--- src/hw/fdma_pkg.sv ---
package fdma_pkg;
  localparam int NCH      = 4;
  localparam int NPIN     = 7;
  localparam int NPER_MAX = 24;
  localparam int ADDR_W   = 26;
  localparam int CNT_W    = 25;
  localparam int MODE_W   = 13;
  localparam int TSEL_W   = 5;

  // register map: channel c at 8'h20*c, global block at 8'h80
  localparam int GLB_BIT = 7;
  localparam int CH_LO   = 5;
  localparam int RI_LO   = 2;
  localparam logic [2:0] RI_SRC  = 3'h0;
  localparam logic [2:0] RI_DST  = 3'h1;
  localparam logic [2:0] RI_CNT  = 3'h2;
  localparam logic [2:0] RI_RLD  = 3'h3;
  localparam logic [2:0] RI_MODE = 3'h4;
  localparam logic [1:0] GI_STAT = 2'h0;
  localparam logic [1:0] GI_MASK = 2'h1;
  localparam logic [1:0] GI_SWT  = 2'h2;

  // channel_mode_register fields
  localparam int MS_LO    = 0;
  localparam int SZ_LO    = 2;
  localparam int SINC_BIT = 4;
  localparam int DINC_BIT = 5;
  localparam int BOTH_BIT = 6;
  localparam int TSEL_LO  = 8;
  localparam logic [1:0] MS_OFF    = 2'h0;
  localparam logic [1:0] MS_SINGLE = 2'h1;
  localparam logic [1:0] MS_REPEAT = 2'h3;
  localparam logic [1:0] SZ_8      = 2'h0;
  localparam logic [1:0] SZ_16     = 2'h1;
  localparam logic [1:0] SZ_32     = 2'h2;
  localparam logic [TSEL_W-1:0] SEL_PIN_LO = 5'h01;
  localparam logic [TSEL_W-1:0] SEL_PER_LO = 5'h08;

  // reset and fixed values
  localparam logic [CNT_W-1:0]  CNT_ONE   = 25'h0000001;
  localparam logic [CNT_W-1:0]  CNT_ZERO  = 25'h0000000;
  localparam logic [ADDR_W-1:0] ADDR_RST  = 26'h0000000;
  localparam logic [MODE_W-1:0] MODE_RST  = 13'h0000;
  localparam logic [NPIN-1:0]   PIN_IDLE  = 7'h7f;
  localparam logic [31:0]       WORD_ZERO = 32'h00000000;

  typedef enum logic [1:0] {FDMA_IDLE, FDMA_RD, FDMA_WR} fdma_phase_t;

  typedef struct packed {
    logic [NCH-1:0][ADDR_W-1:0] src;
    logic [NCH-1:0][ADDR_W-1:0] dst;
    logic [NCH-1:0][ADDR_W-1:0] src0;
    logic [NCH-1:0][ADDR_W-1:0] dst0;
    logic [NCH-1:0][CNT_W-1:0]  cnt;
    logic [NCH-1:0][CNT_W-1:0]  rld;
    logic [NCH-1:0][MODE_W-1:0] mode;
    logic [NCH-1:0]             pend;
    logic [NCH-1:0]             done;
    logic [NCH-1:0]             mask;
    fdma_phase_t                phase;
    logic [1:0]                 ch;
    logic [31:0]                data;
    logic [31:0]                m_addr;
    logic                       m_rd;
    logic                       m_wr;
    logic [31:0]                m_wdata;
    logic [3:0]                 m_be;
    logic                       s_wait;
    logic [31:0]                s_rdata;
    logic                       irq;
  } fdma_state_t;

  typedef struct packed {
    logic [NPIN-1:0]     pin_q;
    logic [NPER_MAX-1:0] per_q;
  } fdma_trig_state_t;

  function automatic logic [3:0] be_of(input logic [1:0] sz, input logic [1:0] lo);
    case (sz)
      SZ_8:    be_of = 4'h1 << lo;
      SZ_16:   be_of = 4'h3 << lo;
      default: be_of = 4'hf;
    endcase
  endfunction : be_of

  function automatic logic [ADDR_W-1:0] step_of(input logic [1:0] sz);
    case (sz)
      SZ_8:    step_of = 26'h0000001;
      SZ_16:   step_of = 26'h0000002;
      default: step_of = 26'h0000004;
    endcase
  endfunction : step_of

  // 26-bit window onto the low and high 32 Mbyte of the map
  function automatic logic [31:0] ext_addr(input logic [ADDR_W-1:0] a);
    ext_addr = {{(32 - ADDR_W){a[ADDR_W-1]}}, a};
  endfunction : ext_addr
endpackage : fdma_pkg

--- src/hw/fdma_req_if.sv ---
`timescale 1ns/1ps
interface fdma_req_if;
  logic [fdma_pkg::NCH-1:0] req;
  logic [1:0]               idx;
  logic                     any;
  modport arb (input req, output idx, output any);
  modport eng (output req, input idx, input any);
endinterface : fdma_req_if

--- src/hw/fdma_arb.sv ---
`timescale 1ns/1ps
module fdma_arb (
  // request lines
  fdma_req_if.arb rq
);
  always_comb begin
    rq.idx = 2'h0;
    rq.any = |rq.req;
    for (int c = fdma_pkg::NCH - 1; c >= 0; c--) begin
      if (rq.req[c]) begin
        rq.idx = 2'(c);
      end
    end
  end
endmodule : fdma_arb

--- src/hw/fdma_trig.sv ---
`timescale 1ns/1ps
module fdma_trig #(
  parameter int NPER = 24
) (
  // clock and reset
  input  wire logic                              clk_sys,
  input  wire logic                              rst_n,
  // raw sources
  input  wire logic [fdma_pkg::NPIN-1:0]         pin,
  input  wire logic [NPER-1:0]                   per,
  // edge pulses
  output logic      [fdma_pkg::NPIN-1:0]         pin_fall,
  output logic      [fdma_pkg::NPIN-1:0]         pin_any,
  output logic      [fdma_pkg::NPER_MAX-1:0]     per_rise
);
  fdma_pkg::fdma_trig_state_t r, n;
  logic [fdma_pkg::NPER_MAX-1:0] per_w;

  always_comb begin
    per_w    = fdma_pkg::NPER_MAX'(per);
    n.pin_q  = pin;
    n.per_q  = per_w;
    pin_fall = r.pin_q & ~pin;
    pin_any  = r.pin_q ^ pin;
    per_rise = per_w & ~r.per_q;
  end

  always_ff @(posedge clk_sys or negedge rst_n) begin
    if (!rst_n) begin
      r.pin_q <= fdma_pkg::PIN_IDLE;
      r.per_q <= '0;
    end else begin
      r <= n;
    end
  end
endmodule : fdma_trig

--- src/hw/fdma_top.sv ---
// The implementer's own choices: the Avalon-MM interface to the registers and the register addresses.
`timescale 1ns/1ps
module fdma_top #(
  parameter int NPER = 24
) (
  // clock and reset
  input  wire logic                          clk_sys,
  input  wire logic                          rst_n,
  // register slave
  input  wire logic [7:0]                    avs_address,
  input  wire logic                          avs_read,
  input  wire logic                          avs_write,
  input  wire logic [31:0]                   avs_writedata,
  input  wire logic [3:0]                    avs_byteenable,
  output logic      [31:0]                   avs_readdata,
  output logic                               avs_waitrequest,
  // transfer master
  output logic      [31:0]                   avm_address,
  output logic                               avm_read,
  output logic                               avm_write,
  output logic      [31:0]                   avm_writedata,
  output logic      [3:0]                    avm_byteenable,
  input  wire logic [31:0]                   avm_readdata,
  input  wire logic                          avm_waitrequest,
  // trigger sources
  input  wire logic [fdma_pkg::NPIN-1:0]     external_irq_pin,
  input  wire logic [NPER-1:0]               periph_irq,
  // interrupt
  output logic                               irq
);
  if (NPER < 1 || NPER > fdma_pkg::NPER_MAX) begin : g_bad_nper
    $error("NPER out of range");
  end

  fdma_pkg::fdma_state_t r, n;
  fdma_req_if rq ();
  logic [fdma_pkg::NPIN-1:0]     pin_fall;
  logic [fdma_pkg::NPIN-1:0]     pin_any;
  logic [fdma_pkg::NPER_MAX-1:0] per_rise;
  logic                          acc;
  logic                          wr;
  logic                          xfer_done;
  logic [31:0]                   wv;
  logic [31:0]                   cur;
  logic [fdma_pkg::NCH-1:0]      swt;
  logic [fdma_pkg::TSEL_W-1:0]   sel;
  logic [1:0]                    c;
  logic [1:0]                    cw;
  logic [2:0]                    ri;

  fdma_trig #(.NPER(NPER)) u_trig (
    .clk_sys  (clk_sys),
    .rst_n    (rst_n),
    .pin      (external_irq_pin),
    .per      (periph_irq),
    .pin_fall (pin_fall),
    .pin_any  (pin_any),
    .per_rise (per_rise)
  );

  fdma_arb u_arb (
    .rq (rq)
  );

  function automatic logic mode_on(input logic [fdma_pkg::MODE_W-1:0] m);
    mode_on = (m[fdma_pkg::MS_LO +: 2] == fdma_pkg::MS_SINGLE) ||
              (m[fdma_pkg::MS_LO +: 2] == fdma_pkg::MS_REPEAT);
  endfunction : mode_on

  function automatic logic [31:0] rd_word(input fdma_pkg::fdma_state_t s,
                                          input logic [7:0] a);
    logic [1:0] k;
    k = a[fdma_pkg::CH_LO +: 2];
    rd_word = fdma_pkg::WORD_ZERO;
    if (!a[fdma_pkg::GLB_BIT]) begin
      case (a[fdma_pkg::RI_LO +: 3])
        fdma_pkg::RI_SRC:  rd_word = 32'(s.src[k]);
        fdma_pkg::RI_DST:  rd_word = 32'(s.dst[k]);
        fdma_pkg::RI_CNT:  rd_word = 32'(s.cnt[k]);
        fdma_pkg::RI_RLD:  rd_word = 32'(s.rld[k]);
        fdma_pkg::RI_MODE: rd_word = 32'(s.mode[k]);
        default:           rd_word = fdma_pkg::WORD_ZERO;
      endcase
    end else if (a[6:4] == 3'h0) begin
      case (a[fdma_pkg::RI_LO +: 2])
        fdma_pkg::GI_STAT: rd_word = 32'(s.done);
        fdma_pkg::GI_MASK: rd_word = 32'(s.mask);
        default:           rd_word = fdma_pkg::WORD_ZERO;
      endcase
    end
  endfunction : rd_word

  always_comb begin
    n         = r;
    rq.req    = '0;
    xfer_done = 1'b0;
    swt       = '0;
    sel       = '0;
    c         = r.ch;
    cw        = avs_address[fdma_pkg::CH_LO +: 2];
    ri        = avs_address[fdma_pkg::RI_LO +: 3];
    // one wait cycle, then data and write take effect on the low-wait edge
    acc       = (avs_read || avs_write) && !r.s_wait;
    wr        = avs_write && acc;
    n.s_wait  = 1'b1;
    if ((avs_read || avs_write) && r.s_wait) begin
      n.s_wait  = 1'b0;
      n.s_rdata = rd_word(r, avs_address);
    end
    cur = rd_word(r, avs_address);
    for (int b = 0; b < 4; b++) begin
      wv[b*8 +: 8] = avs_byteenable[b] ? avs_writedata[b*8 +: 8] : cur[b*8 +: 8];
    end

    if (wr && !avs_address[fdma_pkg::GLB_BIT]) begin
      case (ri)
        fdma_pkg::RI_SRC: begin
          n.src[cw]  = wv[fdma_pkg::ADDR_W-1:0];
          n.src0[cw] = wv[fdma_pkg::ADDR_W-1:0];
        end
        fdma_pkg::RI_DST: begin
          n.dst[cw]  = wv[fdma_pkg::ADDR_W-1:0];
          n.dst0[cw] = wv[fdma_pkg::ADDR_W-1:0];
        end
        fdma_pkg::RI_CNT:  n.cnt[cw]  = wv[fdma_pkg::CNT_W-1:0];
        fdma_pkg::RI_RLD:  n.rld[cw]  = wv[fdma_pkg::CNT_W-1:0];
        fdma_pkg::RI_MODE: n.mode[cw] = wv[fdma_pkg::MODE_W-1:0];
        default: ;
      endcase
    end else if (wr && avs_address[6:4] == 3'h0) begin
      case (avs_address[fdma_pkg::RI_LO +: 2])
        fdma_pkg::GI_STAT: n.done = r.done & ~(avs_writedata[fdma_pkg::NCH-1:0]
                                               & {fdma_pkg::NCH{avs_byteenable[0]}});
        fdma_pkg::GI_MASK: n.mask = wv[fdma_pkg::NCH-1:0];
        fdma_pkg::GI_SWT:  swt    = avs_writedata[fdma_pkg::NCH-1:0]
                                    & {fdma_pkg::NCH{avs_byteenable[0]}};
        default: ;
      endcase
    end

    // disabled or exhausted channels take no grant
    for (int k = 0; k < fdma_pkg::NCH; k++) begin
      rq.req[k] = r.pend[k] && mode_on(r.mode[k]) && (r.cnt[k] != fdma_pkg::CNT_ZERO);
    end

    case (r.phase)
      fdma_pkg::FDMA_IDLE: begin
        if (rq.any) begin
          c          = rq.idx;
          n.ch       = c;
          n.pend[c]  = 1'b0;
          n.phase    = fdma_pkg::FDMA_RD;
          n.m_rd     = 1'b1;
          n.m_addr   = fdma_pkg::ext_addr(r.src[c]);
          n.m_be     = fdma_pkg::be_of(r.mode[c][fdma_pkg::SZ_LO +: 2], r.src[c][1:0]);
        end
      end
      fdma_pkg::FDMA_RD: begin
        if (!avm_waitrequest) begin
          n.data    = avm_readdata >> {r.src[c][1:0], 3'h0};
          n.m_rd    = 1'b0;
          n.m_wr    = 1'b1;
          n.m_addr  = fdma_pkg::ext_addr(r.dst[c]);
          n.m_wdata = (avm_readdata >> {r.src[c][1:0], 3'h0}) << {r.dst[c][1:0], 3'h0};
          n.m_be    = fdma_pkg::be_of(r.mode[c][fdma_pkg::SZ_LO +: 2], r.dst[c][1:0]);
          n.phase   = fdma_pkg::FDMA_WR;
        end
      end
      fdma_pkg::FDMA_WR: begin
        if (!avm_waitrequest) begin
          xfer_done = 1'b1;
          n.m_wr    = 1'b0;
          n.phase   = fdma_pkg::FDMA_IDLE;
          // engine update wins over a register write in the same cycle
          if (r.mode[c][fdma_pkg::SINC_BIT]) begin
            n.src[c] = r.src[c] + fdma_pkg::step_of(r.mode[c][fdma_pkg::SZ_LO +: 2]);
          end else begin
            n.src[c] = r.src[c];
          end
          if (r.mode[c][fdma_pkg::DINC_BIT]) begin
            n.dst[c] = r.dst[c] + fdma_pkg::step_of(r.mode[c][fdma_pkg::SZ_LO +: 2]);
          end else begin
            n.dst[c] = r.dst[c];
          end
          n.cnt[c] = r.cnt[c] - fdma_pkg::CNT_ONE;
          if (r.cnt[c] == fdma_pkg::CNT_ONE) begin
            n.done[c] = 1'b1;
            if (r.mode[c][fdma_pkg::MS_LO +: 2] == fdma_pkg::MS_REPEAT) begin
              n.cnt[c] = r.rld[c];
              n.src[c] = r.src0[c];
              n.dst[c] = r.dst0[c];
            end
          end
        end
      end
      default: n.phase = fdma_pkg::FDMA_IDLE;
    endcase

    // a trigger in the grant cycle is kept, not lost
    for (int k = 0; k < fdma_pkg::NCH; k++) begin
      sel = r.mode[k][fdma_pkg::TSEL_LO +: fdma_pkg::TSEL_W];
      if (swt[k]) begin
        n.pend[k] = mode_on(n.mode[k]);
      end else if (sel >= fdma_pkg::SEL_PER_LO) begin
        if (per_rise[5'(sel - fdma_pkg::SEL_PER_LO)] && mode_on(n.mode[k])) begin
          n.pend[k] = 1'b1;
        end
      end else if (sel >= fdma_pkg::SEL_PIN_LO) begin
        if ((r.mode[k][fdma_pkg::BOTH_BIT] ? pin_any[3'(sel - fdma_pkg::SEL_PIN_LO)]
                                           : pin_fall[3'(sel - fdma_pkg::SEL_PIN_LO)])
            && mode_on(n.mode[k])) begin
          n.pend[k] = 1'b1;
        end
      end
      // a finished run drops late triggers so a reprogrammed channel starts clean
      if (!mode_on(n.mode[k]) || n.cnt[k] == fdma_pkg::CNT_ZERO) begin
        n.pend[k] = 1'b0;
      end
    end
    n.irq = |(n.done & n.mask);
  end

  always_ff @(posedge clk_sys or negedge rst_n) begin
    if (!rst_n) begin
      r.src     <= {fdma_pkg::NCH{fdma_pkg::ADDR_RST}};
      r.dst     <= {fdma_pkg::NCH{fdma_pkg::ADDR_RST}};
      r.src0    <= {fdma_pkg::NCH{fdma_pkg::ADDR_RST}};
      r.dst0    <= {fdma_pkg::NCH{fdma_pkg::ADDR_RST}};
      r.cnt     <= {fdma_pkg::NCH{fdma_pkg::CNT_ZERO}};
      r.rld     <= {fdma_pkg::NCH{fdma_pkg::CNT_ZERO}};
      r.mode    <= {fdma_pkg::NCH{fdma_pkg::MODE_RST}};
      r.pend    <= '0;
      r.done    <= '0;
      r.mask    <= '0;
      r.phase   <= fdma_pkg::FDMA_IDLE;
      r.ch      <= 2'h0;
      r.data    <= fdma_pkg::WORD_ZERO;
      r.m_addr  <= fdma_pkg::WORD_ZERO;
      r.m_rd    <= 1'b0;
      r.m_wr    <= 1'b0;
      r.m_wdata <= fdma_pkg::WORD_ZERO;
      r.m_be    <= 4'h0;
      r.s_wait  <= 1'b1;
      r.s_rdata <= fdma_pkg::WORD_ZERO;
      r.irq     <= 1'b0;
    end else begin
      r <= n;
    end
  end

  assign avs_readdata    = r.s_rdata;
  assign avs_waitrequest = r.s_wait;
  assign avm_address     = r.m_addr;
  assign avm_read        = r.m_rd;
  assign avm_write       = r.m_wr;
  assign avm_writedata   = r.m_wdata;
  assign avm_byteenable  = r.m_be;
  assign irq             = r.irq;
endmodule : fdma_top

--- config.mk ---
export PLATFORM = sky130hd
export DESIGN_NAME = fdma_top
export DESIGN_NICKNAME = d
export VERILOG_FILES = /design/src/hw/fdma_pkg.sv /design/src/hw/fdma_req_if.sv /design/src/hw/fdma_arb.sv /design/src/hw/fdma_trig.sv /design/src/hw/fdma_top.sv
export SDC_FILE = /design/constraint.sdc
export NUM_CORES = 2
export LEC_CHECK = 0
export BUFFER_PORTS_ARGS = -buffer_cell sky130_fd_sc_hd__buf_2
export CAP_MARGIN = 20
export CORE_MARGIN = 10
export CORE_UTILIZATION = 45
export CTS_BUF_LIST = sky130_fd_sc_hd__clkbuf_8
export CTS_CLUSTER_SIZE = 12
export DETAILED_ROUTE_END_ITERATION = 8
export GPL_ROUTABILITY_DRIVEN = 0
export SKIP_LAST_GASP = 1
export SLEW_MARGIN = 10
export SYNTH_ARGS = -nofsm -noshare
export SYNTH_HDL_FRONTEND = slang
export SYNTH_SLANG_ARGS = --single-unit
--- constraint.sdc ---
create_clock -name clk_sys -period 6.3 [get_ports clk_sys]
set_input_delay 0.63 -clock clk_sys [delete_from_list [all_inputs] [get_ports clk_sys]]
set_output_delay 0.63 -clock clk_sys [all_outputs]
set_load 0.005 [all_outputs]
# Yosys cells after proc, flatten, opt, wreduce, memory -nomap -nowiden
# Index checks and enable logic that the tools add are counted.
classes:
  eq_ne: 31
  n_mux: 176
  shift: 6
  n_addsub: 11
  bitwise_logic: 13
  n_reduce_logical: 70
  n_lt_le_gt_ge: 22
ops:
  columns: ["cell", "count"]
  rows:
  - ["bitwise mux 104 bit", 10]
  - ["2-to-1 mux 104 bit", 10]
  - ["2-to-1 mux 208 bit", 4]
  - ["2-to-1 mux 668 bit", 1]
  - ["2-to-1 mux 100 bit", 6]
  - ["2-to-1 mux 26 bit", 16]
  - ["bitwise mux 100 bit", 4]
  - ["binary-select mux 26 bit (select 2 bit)", 7]
  - ["binary-select mux 25 bit (select 2 bit)", 4]
  - ["2-to-1 mux 25 bit", 6]
  - ["case mux 26 bit (5 select lines)", 1]
  - ["demux 26 bit (select 2 bit)", 2]
  - ["demux 25 bit (select 2 bit)", 2]
  - ["logical NOT 25 bit", 4]
  - ["nonzero test 25 bit", 4]
  - ["binary-select mux 13 bit (select 2 bit)", 3]
  - ["2-to-1 mux 70 bit", 1]
  - ["2-to-1 mux 33 bit", 2]
  - ["case mux 33 bit (2 select lines)", 1]
  - ["2-to-1 mux 4 bit", 14]
  - ["adder 26 bit", 2]
  - ["bitwise mux 52 bit", 1]
  - ["2-to-1 mux 52 bit", 1]
  - ["2-to-1 mux 1 bit", 43]
  - ["other kinds (50)", 180]
totals:
  output_inout_bits: 104
  reg_bits: 819
  input_bits: 112

# Depth between registers and ports, before layout
depth:
  ltp_word: 21
  mapped_depth: 22
  mapped_depth_nobuf: 15

# Modules after synthesis
# Synthesis repeated with hierarchy kept, for this count alone.
hier_totals:
  cells_unflattened: 4831
  area_unflattened_um2: 47893.4
by_module_without_submodules:
  columns: ["module", "cells_per_inst", "area_per_inst_um2", "instances"]
  rows:
  - ["fdma_top", 4748, 46603.4, 1]
  - ["fdma_trig", 76, 1255.0, 1]
  - ["fdma_arb", 7, 35.0, 1]

# Least setup slack after synthesis
# OpenSTA, ideal clock, no wires.
synth_timing:
  path_type: "reg2reg"
  from: "reg r[136] in the netlist's numbering"
  to: "reg r[688] in the netlist's numbering"
  slack_ps: 1406
  path_buffers: 9
  stages_incl_launch_ff: 23
  t_arrival_ps: 4811
  required_time_ps: 6217
  synth_period_minus_slack_ps: 4894
  path_cell_list: "dfrtp_1 -> buf_6 -> buf_8 -> buf_6 -> buf_6 -> buf_6 -> buf_4 -> buf_4 -> buf_4 -> buf_4 -> mux4_2 -> nor2_1 -> ha_1 -> inv_1 -> fa_1 -> inv_1 -> a21oi_1 -> or3_1 -> nor4_1 -> nand2_1 -> mux2i_1 -> o31a_1 -> o21ai_0"
synth_lines:
  columns: ["item", "line", "source"]
  rows:
  - ["start: declaration", "fdma_top.sv:35", "fdma_pkg::fdma_state_t r, n;"]
  - ["start signal: assignment", "fdma_top.sv:247", "r <= n;"]

==> impl_metrics.toml <==
[outcome]
status = "completed"

[pwr]
power.density_mw_per_mm2 = 268
vdd_drop_max_mv = 0.167
p_leak_nw = 22.7

[grt]
grtUsageMet1 = 0.410
top_usage_layer = "met2"
use_met3 = 0.115
grt_max_degree = 168
grt_overflow = 0
grtUsageMet2 = 0.467
antenna_found_initial = 10
first_global_vias = 41600
grt_util_all_layers = 0.321
grt_pass1_wl_mm = 289

[sta]
finalMaxSlewViolations = 0
timing.final.crit_share = 0.807
whs_ns = 0.0857
tightest_slew_ns = 1.31
finalHoldViolCount = 0
maxSlewHeadroom = 0.120
fmax_mhz = 197
min_period_ns = 5.09
rsz0062_at_grt = "no"
skew_ns = 0.0619
setup_viol = 0
setup_tns_ns = 0
finalWorstSetupSlack_ns = 1.21

[synthesis]
async_flop_share = 1.00
avgSynthCellArea_um2 = 9.94
synthTopCellsByCount = "dfrtp_1 (799), nand2_1 (735), o21ai_0 (586)"
ys_ff_latch = 807
synth_cell_types = 95
yosysTopAreaCellShare = 0.416
synth_top_area_cell = "dfrtp_1"
synth_most_common_cell = "dfrtp_1"
synthTopCellsByArea = "dfrtp_1 (42%), mux4_2 (13%), o21ai_0 (6.1%)"
ys_seq_area_frac = 0.420
syn_inst = 4835
syn-cell-area_mm2 = 0.0481
synth_edf_count = 0
yosys_most_used_dff = "dfrtp_1"
yosysWarnings = 0

[die]
die_w_um = 347
num_rows = 119
fp.dieH_um = 347
core-area_mm2 = 0.106
initial_utilization = 0.455
ios = 216
design.die.area_mm2 = 0.120

[placement]
post-place-ws_ns = 1.33
hpwl_mm = 137
dpl_cell_area_mm2 = 0.0501
io_buffer_count = 201

[worst_setup_path]
worstPathCellList = "mux4_2 > or4_4 > nor3_4 > nand4b_4 > buf_4 > a21oi_1 > o31ai_1 > nor4_1 > and4_1 > a31oi_1"
worst-setup-path-type = "reg2reg"
start_kind = "register"
critPathMaxStageDelay_ns = 0.90
cp.arrival_ns = 5.80
cp_max_fo = 33
critPathTopFamily = "simple AND/OR/NAND/NOR gates"
critPathRequiredTime_ns = 7.02
cp-end-kind = "register"
cp.buffers_inverters = 1
crit_slowest_cell = "dfrtp_4"

[drt]
drc = 0
dr.pass1.iters = 8
drtIter0Drc = 5954
wirelength_mm = 199
viasPerCell = 6.77
vias = 43400
wire_per_inst_um = 31.1
postRouteAntennaNets = 0

[worst_hold_path]
hp-class = "in2reg"

[cells_and_area]
final_net_count = 5036
design_area_mm2 = 0.0533
syn2layout_area_growth_pct = 10.8
drive_gt1_frac = 0.195

[clocking]
insertion_delay_ns = 0.87
htreeDepth = 4
cts.repair.resized = 0
clkSinkCount = 807
cts_tree = "built"
root_buffer = "clkbuf_8"
post_cts_buffers = 0
cts_buffers = 146
clk_path_buf_depth = 3
ctsHoldBuffers = 32
clkTransAtPathRegs_ns = 0.06

[run]
maxCapViolCount = 0
[worst paths after layout]
path,start,cells past startpoint,slack [ns],endpoint
worst max-delay path,r[136]$_DFFE_PN0P_,10,1.21,r[148]$_DFF_PN0_
worst max register to register,r[136]$_DFFE_PN0P_,10,1.21,r[148]$_DFF_PN0_
worst min-delay path,avm_waitrequest,3,0.09,r[139]$_DFFE_PN0P_
worst min register to register,avm_writedata[21]$_DFFE_PN0P_,2,0.47,avm_writedata[21]$_DFFE_PN0P_
max in group asynchronous,rst_n,3,4.31,r[774]$_DFF_PN0_
min in group asynchronous,rst_n,2,0.41,r[192]$_DFF_PN0_
[per-layer routing]
layer / share of wire / vias to the layer above
li1: - / 18000
met1: 0.38 / 21600
met2: 0.42 / 3106
met3: 0.13 / 675
met4: 0.068 / 6
met5: 0.00021 / -
[worst register-to-register path, cell delays in order, from the launching register on]
cell and delay [ns]:
dfrtp_4 0.90, mux4_2 0.69, or4_4 0.63, nor3_4 0.25
nand4b_4 0.55, buf_4 0.51, a21oi_1 0.27, o31ai_1 0.13
nor4_1 0.67, and4_1 0.30, a31oi_1 0.09
[cell type report]
class                      instances  area, um2
fill                            9805      52400
multi-input combinational       3480      25500
sequential                       807      20200
timing repair buffer             389       2740
clock buffer                     179       2460
tap                             1391       1740
clock inverter                    81        364
inverter                          67        251
antenna                            6       15.0
[per-stage QoR]
stage                     utilization  power, mW  cells
after CTS                       0.504       14.2   6392
after global placement          0.474       9.21   6100
after floorplan                     -       8.12   4840
after global routing            0.504       14.8   6397
final                           0.504       14.3   6400
after detailed placement        0.474       9.27   6100
[placed cells by master (no fill, tap or decap), types with 26 or more instances in the layout]
| cell type | instances |
|---|---|
| dfrtp_1 | 797 |
| buf_4 | 139 |
| o22ai_1 | 37 |
| a21o_1 | 38 |
| nand2b_1 | 35 |
| o21a_1 | 172 |
| mux4_2 | 279 |
| mux2i_1 | 153 |
| a21oi_1 | 97 |
| nand3_1 | 58 |
| clkbuf_8 | 179 |
| and3_1 | 26 |
| dlygate4sd3_1 | 32 |
| nor2b_1 | 45 |
| a22oi_1 | 71 |
| o21ai_0 | 585 |
| o211ai_1 | 184 |
| and2_1 | 28 |
| nor4_1 | 46 |
| inv_1 | 122 |
| a22o_1 | 30 |
| o31ai_1 | 40 |
| nor2_1 | 247 |
| a31oi_1 | 56 |
| nand2_1 | 731 |
| xnor2_1 | 31 |
| buf_2 | 199 |
| xor2_1 | 39 |
| nor3_1 | 56 |
| ha_1 | 31 |
| mux2_2 | 57 |
[kinds of logic (layout without fill, tap and decap cells)]
logic type,Yosys count,in the layout,share of synthesized area
fa+ha+maj,33,33,0.00890
xor+xnor,70,70,0.0128
buf+inv,553,716,0.0537
other cells,1,12,0.0000780
mux,492,492,0.177
flops,807,807,0.420
compound gates,1462,1462,0.194
simple gates,1417,1417,0.134
[report_power, final]
part / total (mW) / switching [mW] / internal [mW]
Clock: 4.93 / 2.37 / 2.56
Combinational: 3.05 / 1.77 / 1.29
Sequential: 6.28 / 0.544 / 5.74
Total: 14.3 / 4.68 / 9.58
Power figures use the tool's default switching activity.
